`config.mk`:
```
export PLATFORM = sky130hd
export DESIGN_NAME = jdb_control
export DESIGN_NICKNAME = d
export VERILOG_FILES = /design/src/rtl/jdb_pkg.sv /design/src/rtl/jdb_control.sv
export VERILOG_INCLUDE_DIRS = /design/src /design/src/rtl
export SDC_FILE = /design/constraint.sdc
export NUM_CORES = 1
export LEC_CHECK = 0
export ABC_CLOCK_PERIOD_IN_PS = 3200
export BUFFER_PORTS_ARGS = -buffer_cell sky130_fd_sc_hd__buf_2
export CAP_MARGIN = 20
export CORE_ASPECT_RATIO = 1.2
export CORE_MARGIN = 3
export CORE_UTILIZATION = 53
export DETAILED_ROUTE_END_ITERATION = 8
export PLACE_DENSITY_LB_ADDON = 0.05
export SYNTH_ARGS = -nofsm -noshare
export SYNTH_HDL_FRONTEND = slang
export SYNTH_SLANG_ARGS = --single-unit
```
`constraint.sdc`:
```
create_clock -name i_clk -period 3.2 [get_ports i_clk]
set_input_delay 0.48 -clock i_clk [delete_from_list [all_inputs] [get_ports i_clk]]
set_output_delay 0.48 -clock i_clk [all_outputs]
set_load 0.1 [all_outputs]
```
`src/rtl/jdb_defines.svh`:
```
// Constants for the jog and DC-brake input control block.
`ifndef JDB_DEFINES_SVH
`define JDB_DEFINES_SVH
// Frequencies are in units of 0.01 Hz, 16 bits wide.
`define JDB_FREQ_W 16
`define JDB_JOG_CAP_HZ 10
`define JDB_FREQ_SCALE 100
`define JDB_JOG_CAP 16'h03E8
`define JDB_FREQ_ZERO 16'h0000
// Jog mode codes.
`define JDB_MODE_COAST_DIS 3'h0
`define JDB_MODE_DECEL_DIS 3'h1
`define JDB_MODE_BRAKE_DIS 3'h2
`define JDB_MODE_COAST_EN 3'h3
`define JDB_MODE_DECEL_EN 3'h4
`define JDB_MODE_BRAKE_EN 3'h5
`define JDB_MODE_MAX 3'h5
// Terminal function codes.
`define JDB_FUNC_JOG 8'h06
`define JDB_FUNC_BRAKE 8'h07
// Run source code for terminal run.
`define JDB_SRC_TERMINAL 2'h1
// Brake delay in tenths of a second, 0 to 50.
`define JDB_DELAY_MAX 6'h32
`define JDB_DELAY_ZERO 6'h00
`define JDB_FORCE_MAX 7'h64
`define JDB_CLK_HZ 25000000
`define JDB_TENTH_PER_SEC 10
`define JDB_TENTH_CYCLES (`JDB_CLK_HZ / `JDB_TENTH_PER_SEC)
`endif

```
`src/rtl/jdb_pkg.sv`:
```
// Types for the jog and DC-brake input control block.
package jdb_pkg;
	typedef enum logic [2:0] {
		ST_IDLE,
		ST_RUN,
		ST_JOG,
		ST_COAST,
		ST_DECEL,
		ST_BRAKE_WAIT,
		ST_BRAKE,
		ST_LOCKOUT
	} jdb_state_e;
	typedef enum logic [1:0] {
		OUT_OFF,
		OUT_RAMP,
		OUT_DIRECT,
		OUT_DC_BRAKE
	} jdb_drive_e;
endpackage : jdb_pkg

```
`src/rtl/jdb_control.sv`:
```
// Jog and external DC-brake terminal control.
// Contract
// - Jog frequency command is capped at 10 Hz.
// - Jog drives the jog frequency directly, no acceleration ramp.
// - Modes 0 to 2 ignore jog while running; 3 to 5 accept it.
// - Jog ends by coast, normal decel, or DC brake per mode.
// - Enabled modes: jog interrupts a normal run.
// - Jog asserted before run terminal starts the jog.
// - Terminal coded 06 is the jog request.
// - No jog if jog frequency zero, below start, or mode above 5.
// - Terminal coded 07 enables DC braking while asserted; the code ignores it in ST_JOG and ST_LOCKOUT.
// - Brake delay programmable 0.0 to 5.0 seconds.
// - Brake force programmable 0 to 100 percent.
// - Terminal run: brake release ramps back to previous frequency.
// - Keypad run: brake applies, output stays off after release.
// - With a delay, coast first, brake once delay expires.
`timescale 1ns/1ps
`include "jdb_defines.svh"

module jdb_control (
	// Clock and reset.
	input wire logic i_clk,
	input wire logic i_reset,
	// Terminals, asynchronous to the clock.
	input wire logic i_term_a,
	input wire logic i_term_b,
	input wire logic i_forward_run_input,
	input wire logic i_reverse_run_input,
	// Keypad run command and motor stopped indication, same clock.
	input wire logic i_keypad_run,
	input wire logic i_motor_stopped,
	// Configuration.
	input wire logic [7:0] i_term_a_func,
	input wire logic [7:0] i_term_b_func,
	input wire logic [1:0] i_run_source_param,
	input wire logic [2:0] i_jog_mode_param,
	input wire logic [15:0] i_jog_frequency_param,
	input wire logic [15:0] i_start_frequency_param,
	input wire logic [15:0] i_set_frequency,
	input wire logic [5:0] i_brake_delay_param,
	input wire logic [6:0] i_brake_force_param,
	// Drive command outputs.
	output logic [1:0] o_drive_mode,
	output logic [15:0] o_freq_cmd,
	output logic [6:0] o_brake_force,
	output logic o_jogging,
	output logic o_config_error
);
	// ----------------------------------------
	// Helpers
	// ----------------------------------------
	function automatic logic [15:0] jdb_min16(input logic [15:0] a, input logic [15:0] b);
		jdb_min16 = (a < b) ? a : b;
	endfunction : jdb_min16

	// A function code placed on both terminals acts on either of them.
	function automatic logic term_is(input logic [7:0] func_a, input logic lvl_a,
		input logic [7:0] func_b, input logic lvl_b, input logic [7:0] code);
		term_is = ((func_a == code) && lvl_a) || ((func_b == code) && lvl_b);
	endfunction : term_is

	// ----------------------------------------
	// Synchronisers
	// ----------------------------------------
	logic [3:0] sync1;
	logic [3:0] sync2;
	// Only the second stage feeds logic; a terminal change acts three edges after it.
	always_ff @(posedge i_clk or posedge i_reset) begin
		if (i_reset) begin
			sync1 <= 4'h0;
			sync2 <= 4'h0;
		end else begin
			sync1 <= {i_reverse_run_input, i_forward_run_input, i_term_b, i_term_a};
			sync2 <= sync1;
		end
	end

	logic jog_request;
	logic dc_brake_request;
	logic run_term;
	logic terminal_src;
	logic run_cmd;
	assign jog_request = term_is(i_term_a_func, sync2[0], i_term_b_func, sync2[1], `JDB_FUNC_JOG);
	assign dc_brake_request = term_is(i_term_a_func, sync2[0], i_term_b_func, sync2[1], `JDB_FUNC_BRAKE);
	assign run_term = sync2[2] | sync2[3];
	assign terminal_src = (i_run_source_param == `JDB_SRC_TERMINAL);
	assign run_cmd = terminal_src ? run_term : i_keypad_run;

	// ----------------------------------------
	// Configuration checks
	// ----------------------------------------
	logic mode_valid;
	logic jog_allowed;
	logic jog_in_run;
	logic [15:0] jog_freq;
	logic [5:0] delay_clamped;
	logic [6:0] force_clamped;
	// Codes above five fail the validity test, so they can never start a jog.
	assign mode_valid = (i_jog_mode_param <= `JDB_MODE_MAX);
	assign jog_allowed = mode_valid && (i_jog_frequency_param != `JDB_FREQ_ZERO)
		&& (i_jog_frequency_param >= i_start_frequency_param);
	assign jog_in_run = (i_jog_mode_param >= `JDB_MODE_COAST_EN);
	assign jog_freq = jdb_min16(i_jog_frequency_param, `JDB_JOG_CAP);
	// Out-of-range settings are clamped rather than rejected so the brake stays usable.
	assign delay_clamped = (i_brake_delay_param > `JDB_DELAY_MAX) ? `JDB_DELAY_MAX : i_brake_delay_param;
	assign force_clamped = (i_brake_force_param > `JDB_FORCE_MAX) ? `JDB_FORCE_MAX : i_brake_force_param;

	// ----------------------------------------
	// Tenth-second tick
	// ----------------------------------------
	logic [21:0] tick_cnt;
	logic [21:0] next_tick_cnt;
	logic tick;
	// The tick runs free, so the first tenth of a brake delay may be short by up to one tenth.
	assign tick = (tick_cnt == 22'(`JDB_TENTH_CYCLES - 1));
	always_comb begin
		next_tick_cnt = tick ? 22'h000000 : tick_cnt + 22'h000001;
	end
	always_ff @(posedge i_clk or posedge i_reset) begin
		if (i_reset) begin
			tick_cnt <= 22'h000000;
		end else begin
			tick_cnt <= next_tick_cnt;
		end
	end

	// ----------------------------------------
	// Control state machine
	// ----------------------------------------
	jdb_pkg::jdb_state_e state;
	jdb_pkg::jdb_state_e next_state;
	// A run that arrives while jog is held starts a jog; a run already held does not.
	logic run_prev;
	logic [5:0] delay_cnt;
	logic [5:0] next_delay_cnt;
	logic [15:0] saved_freq;
	logic [15:0] next_saved_freq;
	logic [1:0] next_drive_mode;
	logic [15:0] next_freq_cmd;
	logic [6:0] next_brake_force;
	logic next_jogging;
	logic next_config_error;
	// Set when a jog ends in DC braking: the brake then holds until standstill, not until the terminal drops.
	logic jog_stop;
	logic next_jog_stop;

	always_comb begin
		next_state = state;
		next_jog_stop = jog_stop;
		next_delay_cnt = delay_cnt;
		next_saved_freq = saved_freq;
		case (state)
			jdb_pkg::ST_IDLE: begin
				if (dc_brake_request) begin
					next_delay_cnt = delay_clamped;
					next_state = jdb_pkg::ST_BRAKE_WAIT;
				end else if (run_cmd && jog_request && !run_prev) begin
					// Jog was already on when run arrived.
					// A refused jog locks the output off until run and jog are both withdrawn.
					if (jog_allowed) begin
						next_state = jdb_pkg::ST_JOG;
					end else begin
						next_state = jdb_pkg::ST_LOCKOUT;
					end
				end else if (run_cmd && !jog_request) begin
					next_state = jdb_pkg::ST_RUN;
				end
			end
			jdb_pkg::ST_RUN: begin
				// The set frequency is held here so a brake release can ramp back to it.
				next_saved_freq = i_set_frequency;
				if (dc_brake_request) begin
					next_delay_cnt = delay_clamped;
					next_state = jdb_pkg::ST_BRAKE_WAIT;
				end else if (!run_cmd) begin
					next_state = jdb_pkg::ST_DECEL;
				end else if (jog_request && jog_in_run && jog_allowed) begin
					next_state = jdb_pkg::ST_JOG;
				end
			end
			jdb_pkg::ST_JOG: begin
				// Dropping the run command ends a jog the same way as releasing the jog terminal.
				if (!jog_request || !run_cmd) begin
					case (i_jog_mode_param)
						`JDB_MODE_COAST_DIS, `JDB_MODE_COAST_EN: next_state = jdb_pkg::ST_COAST;
						`JDB_MODE_DECEL_DIS, `JDB_MODE_DECEL_EN: next_state = jdb_pkg::ST_DECEL;
						default: begin
							next_delay_cnt = `JDB_DELAY_ZERO;
							next_jog_stop = 1'b1;
							next_state = jdb_pkg::ST_BRAKE;
						end
					endcase
				end
			end
			jdb_pkg::ST_COAST, jdb_pkg::ST_DECEL: begin
				// A brake request during a stop starts the brake delay afresh.
				if (dc_brake_request) begin
					next_delay_cnt = delay_clamped;
					next_state = jdb_pkg::ST_BRAKE_WAIT;
				end else if (i_motor_stopped) begin
					next_state = jdb_pkg::ST_IDLE;
				end
			end
			jdb_pkg::ST_BRAKE_WAIT: begin
				// The motor coasts while the delay runs; an early release skips the brake.
				if (!dc_brake_request) begin
					next_state = (terminal_src && run_term) ? jdb_pkg::ST_RUN : jdb_pkg::ST_LOCKOUT;
				end else if (delay_cnt == `JDB_DELAY_ZERO) begin
					next_state = jdb_pkg::ST_BRAKE;
				end else if (tick) begin
					next_delay_cnt = delay_cnt - 6'h01;
				end
			end
			jdb_pkg::ST_BRAKE: begin
				if (jog_stop) begin
					// A jog stopped by DC braking keeps braking until the shaft is still.
					if (i_motor_stopped) begin
						next_jog_stop = 1'b0;
						next_state = jdb_pkg::ST_IDLE;
					end
				end else if (!dc_brake_request && !jog_request) begin
					next_state = (terminal_src && run_term) ? jdb_pkg::ST_RUN : jdb_pkg::ST_LOCKOUT;
				end
			end
			jdb_pkg::ST_LOCKOUT: begin
				// Output stays off until the selected run command and the jog request are both withdrawn.
				if (!run_cmd && !jog_request) begin
					next_state = jdb_pkg::ST_IDLE;
				end
			end
			default: next_state = jdb_pkg::ST_IDLE;
		endcase
	end

	// ----------------------------------------
	// Output decode
	// ----------------------------------------
	// Outputs are decoded from next_state so they turn over on the same edge as the state.
	always_comb begin
		next_drive_mode = jdb_pkg::OUT_OFF;
		next_freq_cmd = `JDB_FREQ_ZERO;
		next_brake_force = 7'h00;
		next_jogging = 1'b0;
		next_config_error = jog_request && !jog_allowed;
		case (next_state)
			jdb_pkg::ST_RUN: begin
				next_drive_mode = jdb_pkg::OUT_RAMP;
				next_freq_cmd = next_saved_freq;
			end
			jdb_pkg::ST_JOG: begin
				next_drive_mode = jdb_pkg::OUT_DIRECT;
				next_freq_cmd = jog_freq;
				next_jogging = 1'b1;
			end
			jdb_pkg::ST_DECEL: begin
				// Deceleration ramps the command down to zero at the drive's own rate.
				next_drive_mode = jdb_pkg::OUT_RAMP;
			end
			jdb_pkg::ST_BRAKE: begin
				next_drive_mode = jdb_pkg::OUT_DC_BRAKE;
				next_brake_force = force_clamped;
			end
			default: begin
				next_drive_mode = jdb_pkg::OUT_OFF;
			end
		endcase
	end

	always_ff @(posedge i_clk or posedge i_reset) begin
		if (i_reset) begin
			state <= jdb_pkg::ST_IDLE;
			run_prev <= 1'b0;
			delay_cnt <= `JDB_DELAY_ZERO;
			saved_freq <= `JDB_FREQ_ZERO;
			jog_stop <= 1'b0;
		end else begin
			state <= next_state;
			run_prev <= run_cmd;
			delay_cnt <= next_delay_cnt;
			saved_freq <= next_saved_freq;
			jog_stop <= next_jog_stop;
		end
	end

	// Command outputs are registered apart from the state so the drive sees glitch-free levels.
	always_ff @(posedge i_clk or posedge i_reset) begin
		if (i_reset) begin
			o_drive_mode <= 2'h0;
			o_freq_cmd <= `JDB_FREQ_ZERO;
			o_brake_force <= 7'h00;
			o_jogging <= 1'b0;
			o_config_error <= 1'b0;
		end else begin
			o_drive_mode <= next_drive_mode;
			o_freq_cmd <= next_freq_cmd;
			o_brake_force <= next_brake_force;
			o_jogging <= next_jogging;
			o_config_error <= next_config_error;
		end
	end
endmodule : jdb_control

```
==> run summary <==
Status -> finished, final reports clean
Final GP Congestion -> 0.8739
Fin util -> 0.6803
Cell family with most CP delay -> simple AND/OR/NAND/NOR gates
Fraction of met3 tracks used by global routing -> 0.03362
Sink Count -> 84
Via count -> 3602
Min Tclk post-route -> 2.977 ns
DP Area -> 5117 sq um
Mapped Nets -> 531
Post-CTS Setup Inserts -> 0
Hold Path Class -> primary input to async pin
Filler Cells Inserted -> 617
Syn Std Cell Area -> 4370 sq um
Finished Cell Area -> 5333 sq um
Met1 usage -> 0.2941
Leakage power -> 2.686 nW
EDFF count, synth -> 0
Io pins -> 117
Clock Latency Late Sink -> 0.35 ns
Most used cell, CP -> o31ai_1
Commonest cells after routing, fill and taps aside -> 116 x buf_2, 84 x dfrtp_1, 45 x nor2_1
Grt met2 use -> 0.3705
Worst R2R Start -> sync2[3]
DRT iter0 DRCs -> 209
Final net count -> 660
Fraction of registers with async set/reset -> 1.000
Final worst setup slack -> 0.2230 ns
Largest net degree at the start of global routing -> 41
Seq/Total Area, Yosys -> 0.4810
# setup viols final -> 0
Post-Synthesis Cells -> 423
Unrepaired setup endpoints after global routing -> no
Total grt overflow -> 0
Die area -> 9376 sq um
Number of synthesized register bits -> 84
Via density -> 5.550
WL final -> 9.866 mm
Post-synth cell types -> 63
Gate power share -> 0.464
Sw Share -> 0.4348
Net switching power -> 1.826 mW
H-tree levels -> 3
Final Cycle Share -> 0.9303
WP data required -> 3.46 ns
Synth warn -> 0
Slew margin rel. -> 0.5353
Worst Path Class, Setup -> primary input to flip-flop
Arr. time, crit path -> 3.24 ns
Setup crit start -> i_jog_frequency_param[13]
CP endpoint kind -> flip-flop
Ant. Diodes -> 0
PortBufs -> 116
Pre-antenna DRT Iters -> 4
Rows -> 35
Clk_skew -> 0.01684 ns
Clock power share -> 0.191
HPWL after DPL -> 7.601 mm
Critical-path cell list -> buf_2 -> ha_1 -> nand4_1 -> nor3_1 -> or4b_1 -> a31oi_2 -> buf_4 -> o31ai_1 -> o31ai_1 -> or3b_1 -> o2bb2ai_2
CTS tree -> built
Die Ht -> 105.5 um
Initial Util -> 0.5575
Setup TNS -> 0 ns
CP max stage cell -> or3b_1
Post-route DRC -> 0
Vias in the first global route -> 3734
Seq pwr share -> 0.345
Worst slew pin tran -> 0.6962 ns
Bufs and invs on worst path -> 2
Die Width -> 88.90 um
First-pass GRT wire length -> 16.85 mm
Critical Path Start Type -> primary input
PostCTS Resize Cnt -> 0
Most common flop cell mapped by yosys -> dfrtp_1
CTS Buf Count -> 9
Syn Area/Cell -> 10.33 sq um
Max_cap viols -> 0
Synth-to-Final Area Change -> 22.02%
Most common library cell in the layout ignoring fill and taps -> buf_2
Slew Viols, Final -> 0
Pre-CTS setup slack -> -0.08694 ns
Grt peak-use layer -> met2
Antenna viol nets, final -> 0
CTS Root Cell -> clkbuf_8
Crit-path max FO -> 7
Pint -> 2.374 mW
Initial antenna violation count -> 0
Delay of the slowest critical-path stage -> 0.60 ns
Gr usage total -> 0.2250
Share of cells above drive strength 1 -> 0.3339
Core ar. -> 7839 sq um
Routed len/inst -> 15.20 um
Final hold vios -> 0
CTS Hold Bufs -> 0
Worst-path clk slew -> 0.10 ns
Fmax -> 335.9 MHz
Multi-input gate area -> 2088 sq um
FF/Latch Area -> 2102 sq um
Max clock buf depth -> 2
Pwr Density -> 787.5 nW/um^2
Max VDD drop -> 0.0005226 V
## layout make-up
| cell class | count | share of cell area |
|---|---|---|
| multi-input combinational | 295 | 0.3916 |
| inverter | 34 | 0.02417 |
| timing repair buffer | 128 | 0.1281 |
| clock buffer | 9 | 0.02323 |
| sequential | 84 | 0.3942 |
| tap | 92 | 0.02159 |
| clock inverter | 7 | 0.01713 |
## power groups by stage
stage          Sequential [mW]  Combinational [mW]  Clock (mW)
6_report                  1.45                1.95       0.802
5_1_grt                   1.48                2.10       0.877
4_1_cts                   1.45                1.96       0.826
3_5_place_dp              1.47                1.95           0
3_3_place_gp              1.47                1.90           0
2_1_floorplan             1.94                1.00           0
## worst register-to-register path: stages, from the launching register on
cell	delay, ns
dfrtp_1	0.37
or2_2	0.33
mux2_2	0.29
o31ai_1	0.19
a21boi_1	0.29
o31ai_1	0.12
o31ai_1	0.49
or3b_1	0.61
o2bb2ai_2	0.22
## per-stage QoR
stage | instances | hold WS (ns) | total power [mW]
after CTS | 649 | 0.2103 | 4.235
after floorplan | 423 | 0.3312 | 2.948
after global placement | 633 | 0.3350 | 3.366
after global routing | 649 | 0.2199 | 4.460
final | 649 | 0.1972 | 4.200
after detailed placement | 633 | 0.3355 | 3.424
## path summary, 6_finish.rpt
| check | slack [ns] | depth (start not counted) | endpoint |
|---|---|---|---|
| min in group i_clk | 0.23 | 1 | sync1[1] |
| worst min register to register | 0.35 | 0 | sync2[3] |
| worst max-delay path | 0.22 | 11 | o_freq_cmd[8] |
| max in group asynchronous | 2.23 | 3 | tick_cnt[8] |
| worst min-delay path | 0.20 | 2 | saved_freq[10] |
| worst max register to register | 0.22 | 8 | o_freq_cmd[8] |
## logic make-up (layout without fill, tap and decap cells)
kind of cell	count (synthesis)	count (layout)	share of synthesized area
flip-flops	84	84	0.4810
multiplexers	18	18	0.04638
AND/OR/NAND/NOR	157	157	0.1984
AO/OA/AOI/OAI	81	81	0.1383
XOR/XNOR	21	21	0.04208
buffers and inverters	44	178	0.04237
adder cells (fa/ha/maj)	18	18	0.05153
## cell usage after synthesis (2+ instances only)
cell       instances  share of area
a211oi_1           3         0.0052
a21oi_1           18          0.021
a22oi_1            2         0.0034
a31oi_1            2         0.0029
a32oi_1            3         0.0060
and2_1             9          0.013
and3_1            10          0.014
and4_1             2         0.0040
buf_2              4         0.0046
buf_6              2         0.0052
clkbuf_1           4         0.0034
dfrtp_1           84           0.48
ha_1              18          0.052
inv_1             33          0.028
mux2_2            18          0.046
nand2_1           25          0.021
nand2b_1           3         0.0043
nand3_1           17          0.019
nand4_1            5         0.0072
nand4b_1           2         0.0040
nor2_1            45          0.039
nor2b_1            3         0.0043
nor3_1             9          0.010
nor3_2             3         0.0069
nor4_1             6         0.0086
nor4b_1            2         0.0040
o21a_1             2         0.0034
o21ai_0           22          0.025
o2bb2ai_1          4         0.0080
o2bb2ai_2          5          0.017
o31ai_1            5         0.0086
or3_4              2         0.0052
or4_1              2         0.0034
xnor2_1           12          0.024
xor2_1             9          0.018
## per-layer routing
layer | vias to the layer above | part of all wire
met3 | 14 | 0.040
met4 | 0 | 0.017
met1 | 1728 | 0.43
met2 | 101 | 0.51
met5 | - | 0
li1 | 1759 | -
## registers in the layout, summed over array words and instances (netlist names), 2 cells and up
name / cells
saved_freq: 16
tick_cnt: 22
o_drive_mode: 2
sync2: 4
o_brake_force: 7
o_freq_cmd: 16
sync1: 4
delay_cnt: 6
state: 3
Power figures use the tool's default switching activity.
